<file path="config.mk">
export PLATFORM = sky130hd
export DESIGN_NAME = cdsl_loader
export DESIGN_NICKNAME = d
export VERILOG_FILES = /design/src/include/cdsl_pkg.sv /design/src/include/cdsl_core_if.sv /design/src/rtl/cdsl_loader.sv /design/src/rtl/cdsl_pin_sync.sv /design/src/rtl/cdsl_ahb_regs.sv
export VERILOG_INCLUDE_DIRS = /design/src /design/src/include
export SDC_FILE = /design/constraint.sdc
export NUM_CORES = 1
export LEC_CHECK = 0
export ABC_AREA = 0
export BUFFER_PORTS_ARGS = -buffer_cell sky130_fd_sc_hd__buf_2
export CAP_MARGIN = 10
export CORE_MARGIN = 1
export CORE_UTILIZATION = 53
export DETAILED_ROUTE_END_ITERATION = 6
export PLACE_DENSITY = 0.88
export SETUP_SLACK_MARGIN = 0.15
export SLEW_MARGIN = 20
export SYNTH_ARGS = -nofsm -noshare
export SYNTH_HDL_FRONTEND = slang
export SYNTH_HIERARCHICAL = 1
export SYNTH_SLANG_ARGS = --single-unit
export TNS_END_PERCENT = 50
</file>
<file path="constraint.sdc">
create_clock -name hclk -period 2.4 [get_ports hclk]
set_input_delay 0.36 -clock hclk [delete_from_list [all_inputs] [get_ports hclk]]
set_output_delay 0.36 -clock hclk [all_outputs]
set_load 0.01 [all_outputs]
</file>
<file path="src/include/cdsl_defines.svh">
// Purpose: constants of the reference level serial loader
// Assumes: included by the package and the design files
// Notes: offsets are byte addresses on the register bus
`ifndef CDSL_DEFINES_SVH
`define CDSL_DEFINES_SVH

// serial word layout
`define CDSL_WORD_BITS   4'hc
`define CDSL_CNT_W       4
`define CDSL_WORD_W      12
`define CDSL_CODE_W      8
`define CDSL_SEL_BIT     11
`define CDSL_CODE_MSB    7
`define CDSL_CNT_RST     4'h0
`define CDSL_WORD_RST    12'h000
`define CDSL_LEVEL_RST   8'h00
`define CDSL_FRAMES_RST  8'h00

// output mode
`define CDSL_MODE_W      2
`define CDSL_MODE_NORMAL 2'h0
`define CDSL_MODE_RST    2'h0

// pin vector: sclk, sdata, enable_n, test
`define CDSL_PIN_W       4
`define CDSL_PIN_SCLK    0
`define CDSL_PIN_SDATA   1
`define CDSL_PIN_EN_N    2
`define CDSL_PIN_TEST    3
`define CDSL_PIN_RST     4'h4

// register map
`define CDSL_ADDR_W      8
`define CDSL_REG_CTRL    8'h00
`define CDSL_REG_STATUS  8'h04
`define CDSL_REG_LEVELS  8'h08
`define CDSL_DATA_RST    32'h0000_0000
`define CDSL_HTRANS_NSEQ 1

`endif

</file>
<file path="src/include/cdsl_pkg.sv">
// Purpose: types of the reference level serial loader
// Assumes: cdsl_defines.svh on the include path
// Notes: each module keeps all its state in one struct
`include "cdsl_defines.svh"

package cdsl_pkg;

    typedef enum logic {
        CDSL_IDLE,
        CDSL_SHIFT
    } cdsl_state_type;

    typedef struct packed {
        cdsl_state_type               state;
        logic [`CDSL_CNT_W-1:0]       cnt;
        logic [`CDSL_WORD_W-1:0]      word;
        logic [`CDSL_CODE_W-1:0]      lvl_a;
        logic [`CDSL_CODE_W-1:0]      lvl_b;
        logic [`CDSL_MODE_W-1:0]      mode;
        logic                         short_frame;
        logic [`CDSL_CODE_W-1:0]      frames;
    } cdsl_core_type;

    typedef struct packed {
        logic [`CDSL_PIN_W-1:0] s1;
        logic [`CDSL_PIN_W-1:0] s2;
        logic [`CDSL_PIN_W-1:0] s3;
    } cdsl_sync_type;

    typedef struct packed {
        logic                     sel;
        logic                     wr;
        logic [`CDSL_ADDR_W-1:0]  addr;
        logic [`CDSL_MODE_W-1:0]  mode_prog;
        logic [31:0]              rdata;
    } cdsl_ahb_type;

endpackage : cdsl_pkg

</file>
<file path="src/include/cdsl_core_if.sv">
// Purpose: carries pin events and register fields inside the loader
// Assumes: one instance inside cdsl_loader
// Notes: events are single-cycle pulses on hclk
`timescale 1ns/1ns
`default_nettype none
`include "cdsl_defines.svh"

interface cdsl_core_if;
    logic                     sclk_rise;
    logic                     en_fall;
    logic                     en_rise;
    logic                     sdata;
    logic                     tmode;
    logic [`CDSL_MODE_W-1:0]  mode_prog;
    logic [31:0]              status;
    logic [31:0]              levels;

    modport sync (output sclk_rise, output en_fall, output en_rise,
                  output sdata, output tmode);
    modport regs (output mode_prog, input status, input levels);
    modport core (input sclk_rise, input en_fall, input en_rise,
                  input sdata, input tmode, input mode_prog,
                  output status, output levels);
endinterface : cdsl_core_if

`default_nettype wire

</file>
<file path="src/rtl/cdsl_loader.sv">
// Purpose: serial loader for the two reference level codes
// Assumes: serial pins asynchronous to hclk; link clock far below
//          hclk so every serial edge is seen after synchronising
// Notes: levels change only when the load enable returns high after
//        a full word; output mode is software's unless test forces it
//
// Decided for this implementation: the register offsets and the AHB-Lite slave port.
`timescale 1ns/1ns
`default_nettype none
`include "cdsl_defines.svh"

// Notes on behaviour
// (RL1) A falling load enable starts a new loading cycle.
// (RL2) While the enable is low each serial clock rise adds one bit, up to a 12-bit word.
// (RL3) The first bit picks the output, the next three are unused, the last eight are the code.
// (RL4) A level changes only at the rising load enable, never at any other time.
// (RL5) While the enable is high, serial clock and data are ignored.
// (RL6) With test mode low the output mode follows the programmed function.
// (RL7) With test mode high the output mode is forced to normal.
// (RL8) Select 0 means output a, 1 means output b, and the code arrives msb first.
module cdsl_loader (
    input  wire logic                    hclk,
    input  wire logic                    hresetn,
    input  wire logic                    ce,
    input  wire logic                    hsel,
    input  wire logic [31:0]             haddr,
    input  wire logic [1:0]              htrans,
    input  wire logic                    hwrite,
    input  wire logic [2:0]              hsize,
    input  wire logic [31:0]             hwdata,
    input  wire logic                    hready,
    output logic      [31:0]             hrdata,
    output logic                         hreadyout,
    output logic                         hresp,
    input  wire logic                    ref_dac_serial_clk,
    input  wire logic                    ref_dac_serial_in,
    input  wire logic                    ref_dac_load_enable_n,
    input  wire logic                    test_mode_force,
    output logic      [`CDSL_CODE_W-1:0] ref_level_out_a,
    output logic      [`CDSL_CODE_W-1:0] ref_level_out_b,
    output logic      [`CDSL_MODE_W-1:0] output_mode
);
    cdsl_pkg::cdsl_core_type r;
    cdsl_pkg::cdsl_core_type r_nxt;
    logic                    word_full;
    logic                    busy;

    cdsl_core_if cif ();

    cdsl_pin_sync u_sync (
        .hclk    (hclk),
        .hresetn (hresetn),
        .ce      (ce),
        .pins    ({test_mode_force, ref_dac_load_enable_n,
                   ref_dac_serial_in, ref_dac_serial_clk}),
        .ev      (cif.sync)
    );

    cdsl_ahb_regs u_regs (
        .hclk      (hclk),
        .hresetn   (hresetn),
        .ce        (ce),
        .hsel      (hsel),
        .haddr     (haddr),
        .htrans    (htrans),
        .hwrite    (hwrite),
        .hsize     (hsize),
        .hwdata    (hwdata),
        .hready    (hready),
        .hrdata    (hrdata),
        .hreadyout (hreadyout),
        .hresp     (hresp),
        .rif       (cif.regs)
    );

    // select bit decode, shared by the load path and its checks
    function automatic logic sel_is_b(input logic [`CDSL_WORD_W-1:0] w);
        return w[`CDSL_SEL_BIT];
    endfunction : sel_is_b

    assign word_full = (r.cnt == `CDSL_WORD_BITS);
    assign busy      = (r.state == cdsl_pkg::CDSL_SHIFT);

    always_comb begin
        r_nxt = r;
        if (ce) begin
            case (r.state)
                cdsl_pkg::CDSL_IDLE: begin
                    // (RL1) frame start
                    if (cif.en_fall) begin
                        r_nxt.state = cdsl_pkg::CDSL_SHIFT;
                        r_nxt.cnt   = `CDSL_CNT_RST;
                        r_nxt.word  = `CDSL_WORD_RST;
                    end
                    // (RL5) idle ignores serial clock
                end
                cdsl_pkg::CDSL_SHIFT: begin
                    if (cif.en_rise) begin
                        r_nxt.state = cdsl_pkg::CDSL_IDLE;
                        // (RL4) update at enable rise
                        if (word_full) begin
                            // (RL3) positional word fields
                            // (RL8) select bit decode
                            if (sel_is_b(r.word)) begin
                                r_nxt.lvl_b = r.word[`CDSL_CODE_MSB:0];
                            end else begin
                                r_nxt.lvl_a = r.word[`CDSL_CODE_MSB:0];
                            end
                            r_nxt.short_frame = 1'b0;
                            r_nxt.frames      = `CDSL_CODE_W'(r.frames + 1'b1);
                        end else begin
                            // a short word is dropped, levels hold
                            r_nxt.short_frame = 1'b1;
                        end
                    end else if (cif.sclk_rise && !word_full) begin
                        // (RL2) one bit per clock rise
                        // (RL8) msb first shift
                        r_nxt.word = {r.word[`CDSL_WORD_W-2:0], cif.sdata};
                        r_nxt.cnt  = `CDSL_CNT_W'(r.cnt + 1'b1);
                    end
                end
                default: begin
                    r_nxt.state = cdsl_pkg::CDSL_IDLE;
                end
            endcase
            // (RL7) test forces normal
            // (RL6) otherwise programmed mode
            r_nxt.mode = cif.tmode ? `CDSL_MODE_NORMAL : cif.mode_prog;
        end
    end

    always_ff @(posedge hclk or negedge hresetn) begin
        if (!hresetn) begin
            r <= '{state: cdsl_pkg::CDSL_IDLE, cnt: `CDSL_CNT_RST,
                   word: `CDSL_WORD_RST, lvl_a: `CDSL_LEVEL_RST,
                   lvl_b: `CDSL_LEVEL_RST, mode: `CDSL_MODE_RST,
                   short_frame: 1'b0, frames: `CDSL_FRAMES_RST};
        end else begin
            r <= r_nxt;
        end
    end

    // status: busy, bit count, short word, test level, mode, frames
    assign cif.status = {8'h00,
                         r.frames,
                         6'h00,
                         r.mode,
                         1'b0,
                         cif.tmode,
                         r.short_frame,
                         r.cnt,
                         busy};
    assign cif.levels = {16'h0000, r.lvl_b, r.lvl_a};

    assign ref_level_out_a = r.lvl_a;
    assign ref_level_out_b = r.lvl_b;
    assign output_mode     = r.mode;
endmodule : cdsl_loader

`default_nettype wire

</file>
<file path="src/rtl/cdsl_pin_sync.sv">
// Purpose: two-flop synchronisers and edge detect for the serial pins
// Assumes: pins are asynchronous to hclk, link clock far slower
// Notes: s1 feeds only s2; edges compare s2 with s3
`timescale 1ns/1ns
`default_nettype none
`include "cdsl_defines.svh"

module cdsl_pin_sync (
    input  wire logic                   hclk,
    input  wire logic                   hresetn,
    input  wire logic                   ce,
    input  wire logic [`CDSL_PIN_W-1:0] pins,
    cdsl_core_if.sync                   ev
);
    cdsl_pkg::cdsl_sync_type r;
    cdsl_pkg::cdsl_sync_type r_nxt;

    always_comb begin
        r_nxt = r;
        if (ce) begin
            r_nxt.s1 = pins;
            r_nxt.s2 = r.s1;
            r_nxt.s3 = r.s2;
        end
    end

    always_ff @(posedge hclk or negedge hresetn) begin
        if (!hresetn) begin
            r <= '{s1: `CDSL_PIN_RST, s2: `CDSL_PIN_RST, s3: `CDSL_PIN_RST};
        end else begin
            r <= r_nxt;
        end
    end

    assign ev.sclk_rise = ce & r.s2[`CDSL_PIN_SCLK] & ~r.s3[`CDSL_PIN_SCLK];
    assign ev.en_fall   = ce & ~r.s2[`CDSL_PIN_EN_N] & r.s3[`CDSL_PIN_EN_N];
    assign ev.en_rise   = ce & r.s2[`CDSL_PIN_EN_N] & ~r.s3[`CDSL_PIN_EN_N];
    // data delayed as much as the clock, so setup and hold carry over
    assign ev.sdata     = r.s2[`CDSL_PIN_SDATA];
    assign ev.tmode     = r.s2[`CDSL_PIN_TEST];

endmodule : cdsl_pin_sync

`default_nettype wire

</file>
<file path="src/rtl/cdsl_ahb_regs.sv">
// Purpose: AHB-Lite slave holding the control and status registers
// Assumes: single word transfers, one slave on the bus
// Notes: zero wait states while ce is high; read data is caught
//        at the address phase
`timescale 1ns/1ns
`default_nettype none
`include "cdsl_defines.svh"

module cdsl_ahb_regs (
    input  wire logic                   hclk,
    input  wire logic                   hresetn,
    input  wire logic                   ce,
    input  wire logic                   hsel,
    input  wire logic [31:0]            haddr,
    input  wire logic [1:0]             htrans,
    input  wire logic                   hwrite,
    input  wire logic [2:0]             hsize,
    input  wire logic [31:0]            hwdata,
    input  wire logic                   hready,
    output logic      [31:0]            hrdata,
    output logic                        hreadyout,
    output logic                        hresp,
    cdsl_core_if.regs                   rif
);
    cdsl_pkg::cdsl_ahb_type r;
    cdsl_pkg::cdsl_ahb_type r_nxt;
    logic                   accept;

    // unmapped offsets read as zero, writes there are dropped
    function automatic logic [31:0] read_val(input logic [`CDSL_ADDR_W-1:0] a,
                                             input logic [`CDSL_MODE_W-1:0] m);
        logic [31:0] v;
        v = `CDSL_DATA_RST;
        if (a == `CDSL_REG_CTRL) begin
            v[`CDSL_MODE_W-1:0] = m;
        end else if (a == `CDSL_REG_STATUS) begin
            v = rif.status;
        end else if (a == `CDSL_REG_LEVELS) begin
            v = rif.levels;
        end
        return v;
    endfunction : read_val

    assign accept = ce & hsel & hready & htrans[`CDSL_HTRANS_NSEQ];

    always_comb begin
        r_nxt = r;
        if (ce) begin
            if (r.sel && r.wr && r.addr == `CDSL_REG_CTRL) begin
                r_nxt.mode_prog = hwdata[`CDSL_MODE_W-1:0];
            end
            r_nxt.sel = accept;
            if (accept) begin
                r_nxt.wr    = hwrite;
                r_nxt.addr  = haddr[`CDSL_ADDR_W-1:0];
                r_nxt.rdata = hwrite ? `CDSL_DATA_RST
                                     : read_val(haddr[`CDSL_ADDR_W-1:0], r.mode_prog);
            end
        end
    end

    always_ff @(posedge hclk or negedge hresetn) begin
        if (!hresetn) begin
            r <= '{sel: 1'b0, wr: 1'b0, addr: `CDSL_REG_CTRL,
                   mode_prog: `CDSL_MODE_RST, rdata: `CDSL_DATA_RST};
        end else begin
            r <= r_nxt;
        end
    end

    // hsize is always a word here; nothing narrower is decoded
    assign hrdata        = r.rdata;
    assign hreadyout     = ce;
    assign hresp         = 1'b0;
    assign rif.mode_prog = r.mode_prog;

endmodule : cdsl_ahb_regs

`default_nettype wire

</file>
==> flow_metrics.py <==
metrics = {
    "synthesis": {
        "avgSynthCellArea_um2": 11.7,
        "synthDistinctLibCells": 42,
        "ys_top_cells_by_count": "dfrtp_1, buf_4, nand2_1",
        "yosysMostFrequentCell": "dfrtp_1",
        "synthArstFlopShare": 1.00,
        "synth_edf_count": 0,
        "yosysWarningCount": 6,
        "synth_area_leaders": "dfrtp_1, buf_4, o31ai_2",
        "syn_area_um2": 4990,
        "yosysSeqAreaShare": 0.492,
        "synth-seq-cells": 98,
        "syn_inst": 427,
        "synth-main-ff-cell": "dfrtp_1",
        "synth_area_leader_cell": "dfrtp_1",
        "synth_top_area_share": 0.476,
    },
    "floorplanning": {
        "die_width_um": 99.0,
        "num_io_pins": 131,
        "initial_utilization": 0.543,
        "core.rowCount": 35,
        "dieArea_um2": 9810,
        "fp.dieH_um": 99.0,
        "coreArea_um2": 9200,
    },
    "finish": {
        "drive_gt1_frac": 0.379,
        "design_area_um2": 5350,
        "antenna_cells": 0,
        "syn2layout_area_growth_pct": 7.22,
        "fin_nets": 552,
        "fillerInstances": 724,
    },
    "pwr": {
        "irDropWorstVdd_uv": 289,
        "sequentialPowerShare": 0.543,
        "p_sw_frac": 0.298,
        "clock_power_share": 0.292,
        "power_frac_comb": 0.165,
        "p_leak_nw": 2.62,
        "power_density_nw_per_um2": 713,
        "internal_power_w": 0.00268,
        "power.switching_w": 0.00114,
    },
    "global_routing": {
        "first_global_vias": 3086,
        "grt_overflow": 0,
        "grt_antenna_before_repair": 0,
        "grt_max_degree": 75,
        "grt_pass1_wl_mm": 15.7,
        "grt_usage": 0.207,
    },
    "sta": {
        "finalSetupViolCount": 0,
        "period_share": 0.863,
        "finalCriticalPeriod_ns": 2.07,
        "max_freq_mhz": 483,
        "hold_violations": 11,
        "worst_slew_pin_slew_ns": 0.594,
        "setup_tns_ns": 0,
        "hold_slack_ns": -0.0144,
        "timing.slew.headroom": 0.604,
        "drv_slew": 0,
        "rsz0062_at_grt": "no",
        "skew_ns": 0.00990,
    },
    "routing": {
        "routed_wl_mm": 9.29,
        "vias": 3214,
        "wl_per_cell_um": 15.9,
        "antenna_left": 0,
        "via_per_inst": 5.48,
        "drt_iter0_drc": 233,
        "first_pass_iters": 5,
        "drc": 0,
    },
    "clock_tree": {
        "cts_max_level": 3,
        "clock_latency_ns": 0.37,
        "ctsHoldBuffers": 0,
        "postCtsSetupBuffers": 0,
        "post_cts_resized": 0,
        "cts_root_buf": "clkbuf_8",
        "clkTransAtPathRegs_ns": 0.09,
        "clock-sinks": 98,
        "cts_buffers": 9,
        "clockBufferDepth": 2,
        "cts_tree": "yes",
    },
    "placement": {
        "dp_hpwl_mm": 6.58,
        "globalplace.congestion": 0.831,
        "port-buffer-count": 71,
        "placed_cell_area_um2": 5150,
    },
    "critical_path": {
        "setup.worst_path.class": "flop to flop",
        "critPathArrivalTime_ns": 2.32,
        "reg2reg_from": "u_sync/r[6]",
        "crit_path_end": "ref_level_out_b[1]",
        "endpoint_kind": "flop",
        "r2r_slack_ns": 0.33,
        "cp-startpoint": "u_sync/r[6]",
        "crit_fanout": 8,
        "required_ns": 2.65,
        "reg2reg_depth": 4,
        "crit-reg2reg-capture": "ref_level_out_b[1]",
        "setup.worst_path.start_class": "flop",
    },
    "status": {
        "violations": "hold timing",
        "status": "finished with violations",
    },
    "job": {
        "cap_violations": 0,
    },
    "min_path": {
        "hold_path.class": "input port to asynchronous set/reset pin",
    },
}
[kinds of logic (layout without fill, tap and decap cells)]
kind of cell    Yosys count  count (layout)  share of synthesized area
buf+inv                 103             121                      0.132
flops                    98              98                      0.492
compound gates           87              87                      0.155
simple gates             87              87                     0.0993
mux                      40              40                      0.101
xor+xnor                  7               7                     0.0123
fa+ha+maj                 3               3                    0.00752
other cells               2              32                    0.00150
[power by group through the flow]
stage | combinational [W] | clock [W] | sequential (W)
6_report | 0.000629 | 0.00111 | 0.00207
4_1_cts | 0.000629 | 0.00113 | 0.00207
3_3_place_gp | 0.000587 | 0 | 0.00208
2_1_floorplan | 0.000464 | 0 | 0.00204
5_1_grt | 0.000710 | 0.00119 | 0.00210
3_5_place_dp | 0.000625 | 0 | 0.00210
[worst max-delay path, cell delays in order, from the launching register on]
cell and delay [ns]:
dfstp_2 0.56, and3b_2 0.28, nand3_4 0.12, or3_1 0.61
mux2_4 0.38
[how the worst min path moves through the flow]
stage / start / endpoint / slack (ns)
after floorplan: hresetn / busy / 0.06
after global placement: hresetn / u_regs/hrdata[9] / 0.40
after detailed placement: hresetn / u_regs/hrdata[13] / 0.40
after CTS: hresetn / u_regs/hrdata[13] / 0.002
after global routing: hresetn / u_regs/hrdata[9] / 0.02
final: hresetn / u_regs/hrdata[13] / -0.01
[layout by cell type (no fill, tap or decap), types with 11 or more instances in the layout]
| master | count |
|---|---|
| a22oi_1 | 30 |
| buf_2 | 70 |
| buf_4 | 13 |
| clkbuf_8 | 11 |
| conb_1 | 32 |
| dfrtp_1 | 95 |
| inv_1 | 21 |
| mux2_2 | 23 |
| mux2_4 | 15 |
| nand2_1 | 38 |
| nand4_1 | 19 |
| o21ai_0 | 14 |
| o31ai_2 | 30 |
[metal layers]
metal,share of wire,track usage
met1,0.43,0.272
met2,0.50,0.330
met3,0.046,0.0496
met4,0.022,0.0850
met5,0,0
[registers in the layout, summed over array words and instances (netlist names)]
register	cells
r	12
output_mode	2
busy	1
u_regs/r	10
u_sync/ev.sdata	1
ref_level_out_a	8
u_sync/ev.tmode	1
u_sync/r	8
cif.status	13
ref_level_out_b	8
u_regs/hrdata	32
u_regs/rif.mode_prog	2
[metrics by stage]
stage / std cells / utilization / total power [W] / worst slack, ns
after floorplan: 457 / - / 0.00250 / 0.620
after global placement: 570 / 0.560 / 0.00267 / 0.405
after detailed placement: 570 / 0.560 / 0.00272 / 0.362
after CTS: 586 / 0.582 / 0.00383 / 0.334
after global routing: 586 / 0.582 / 0.00400 / 0.253
final: 586 / 0.582 / 0.00381 / 0.328
[area by class of cell]
type | count | area, µm² | share of cell area
clock buffers | 13 | 159 | 0.0297
clock inverters | 3 | 46.3 | 0.00865
inverters | 21 | 78.8 | 0.0147
multi-input cells | 256 | 2000 | 0.375
flip-flops and latches | 98 | 2460 | 0.459
well taps | 111 | 139 | 0.0260
repair buffers | 84 | 468 | 0.0874
Power figures use the tool's default switching activity.
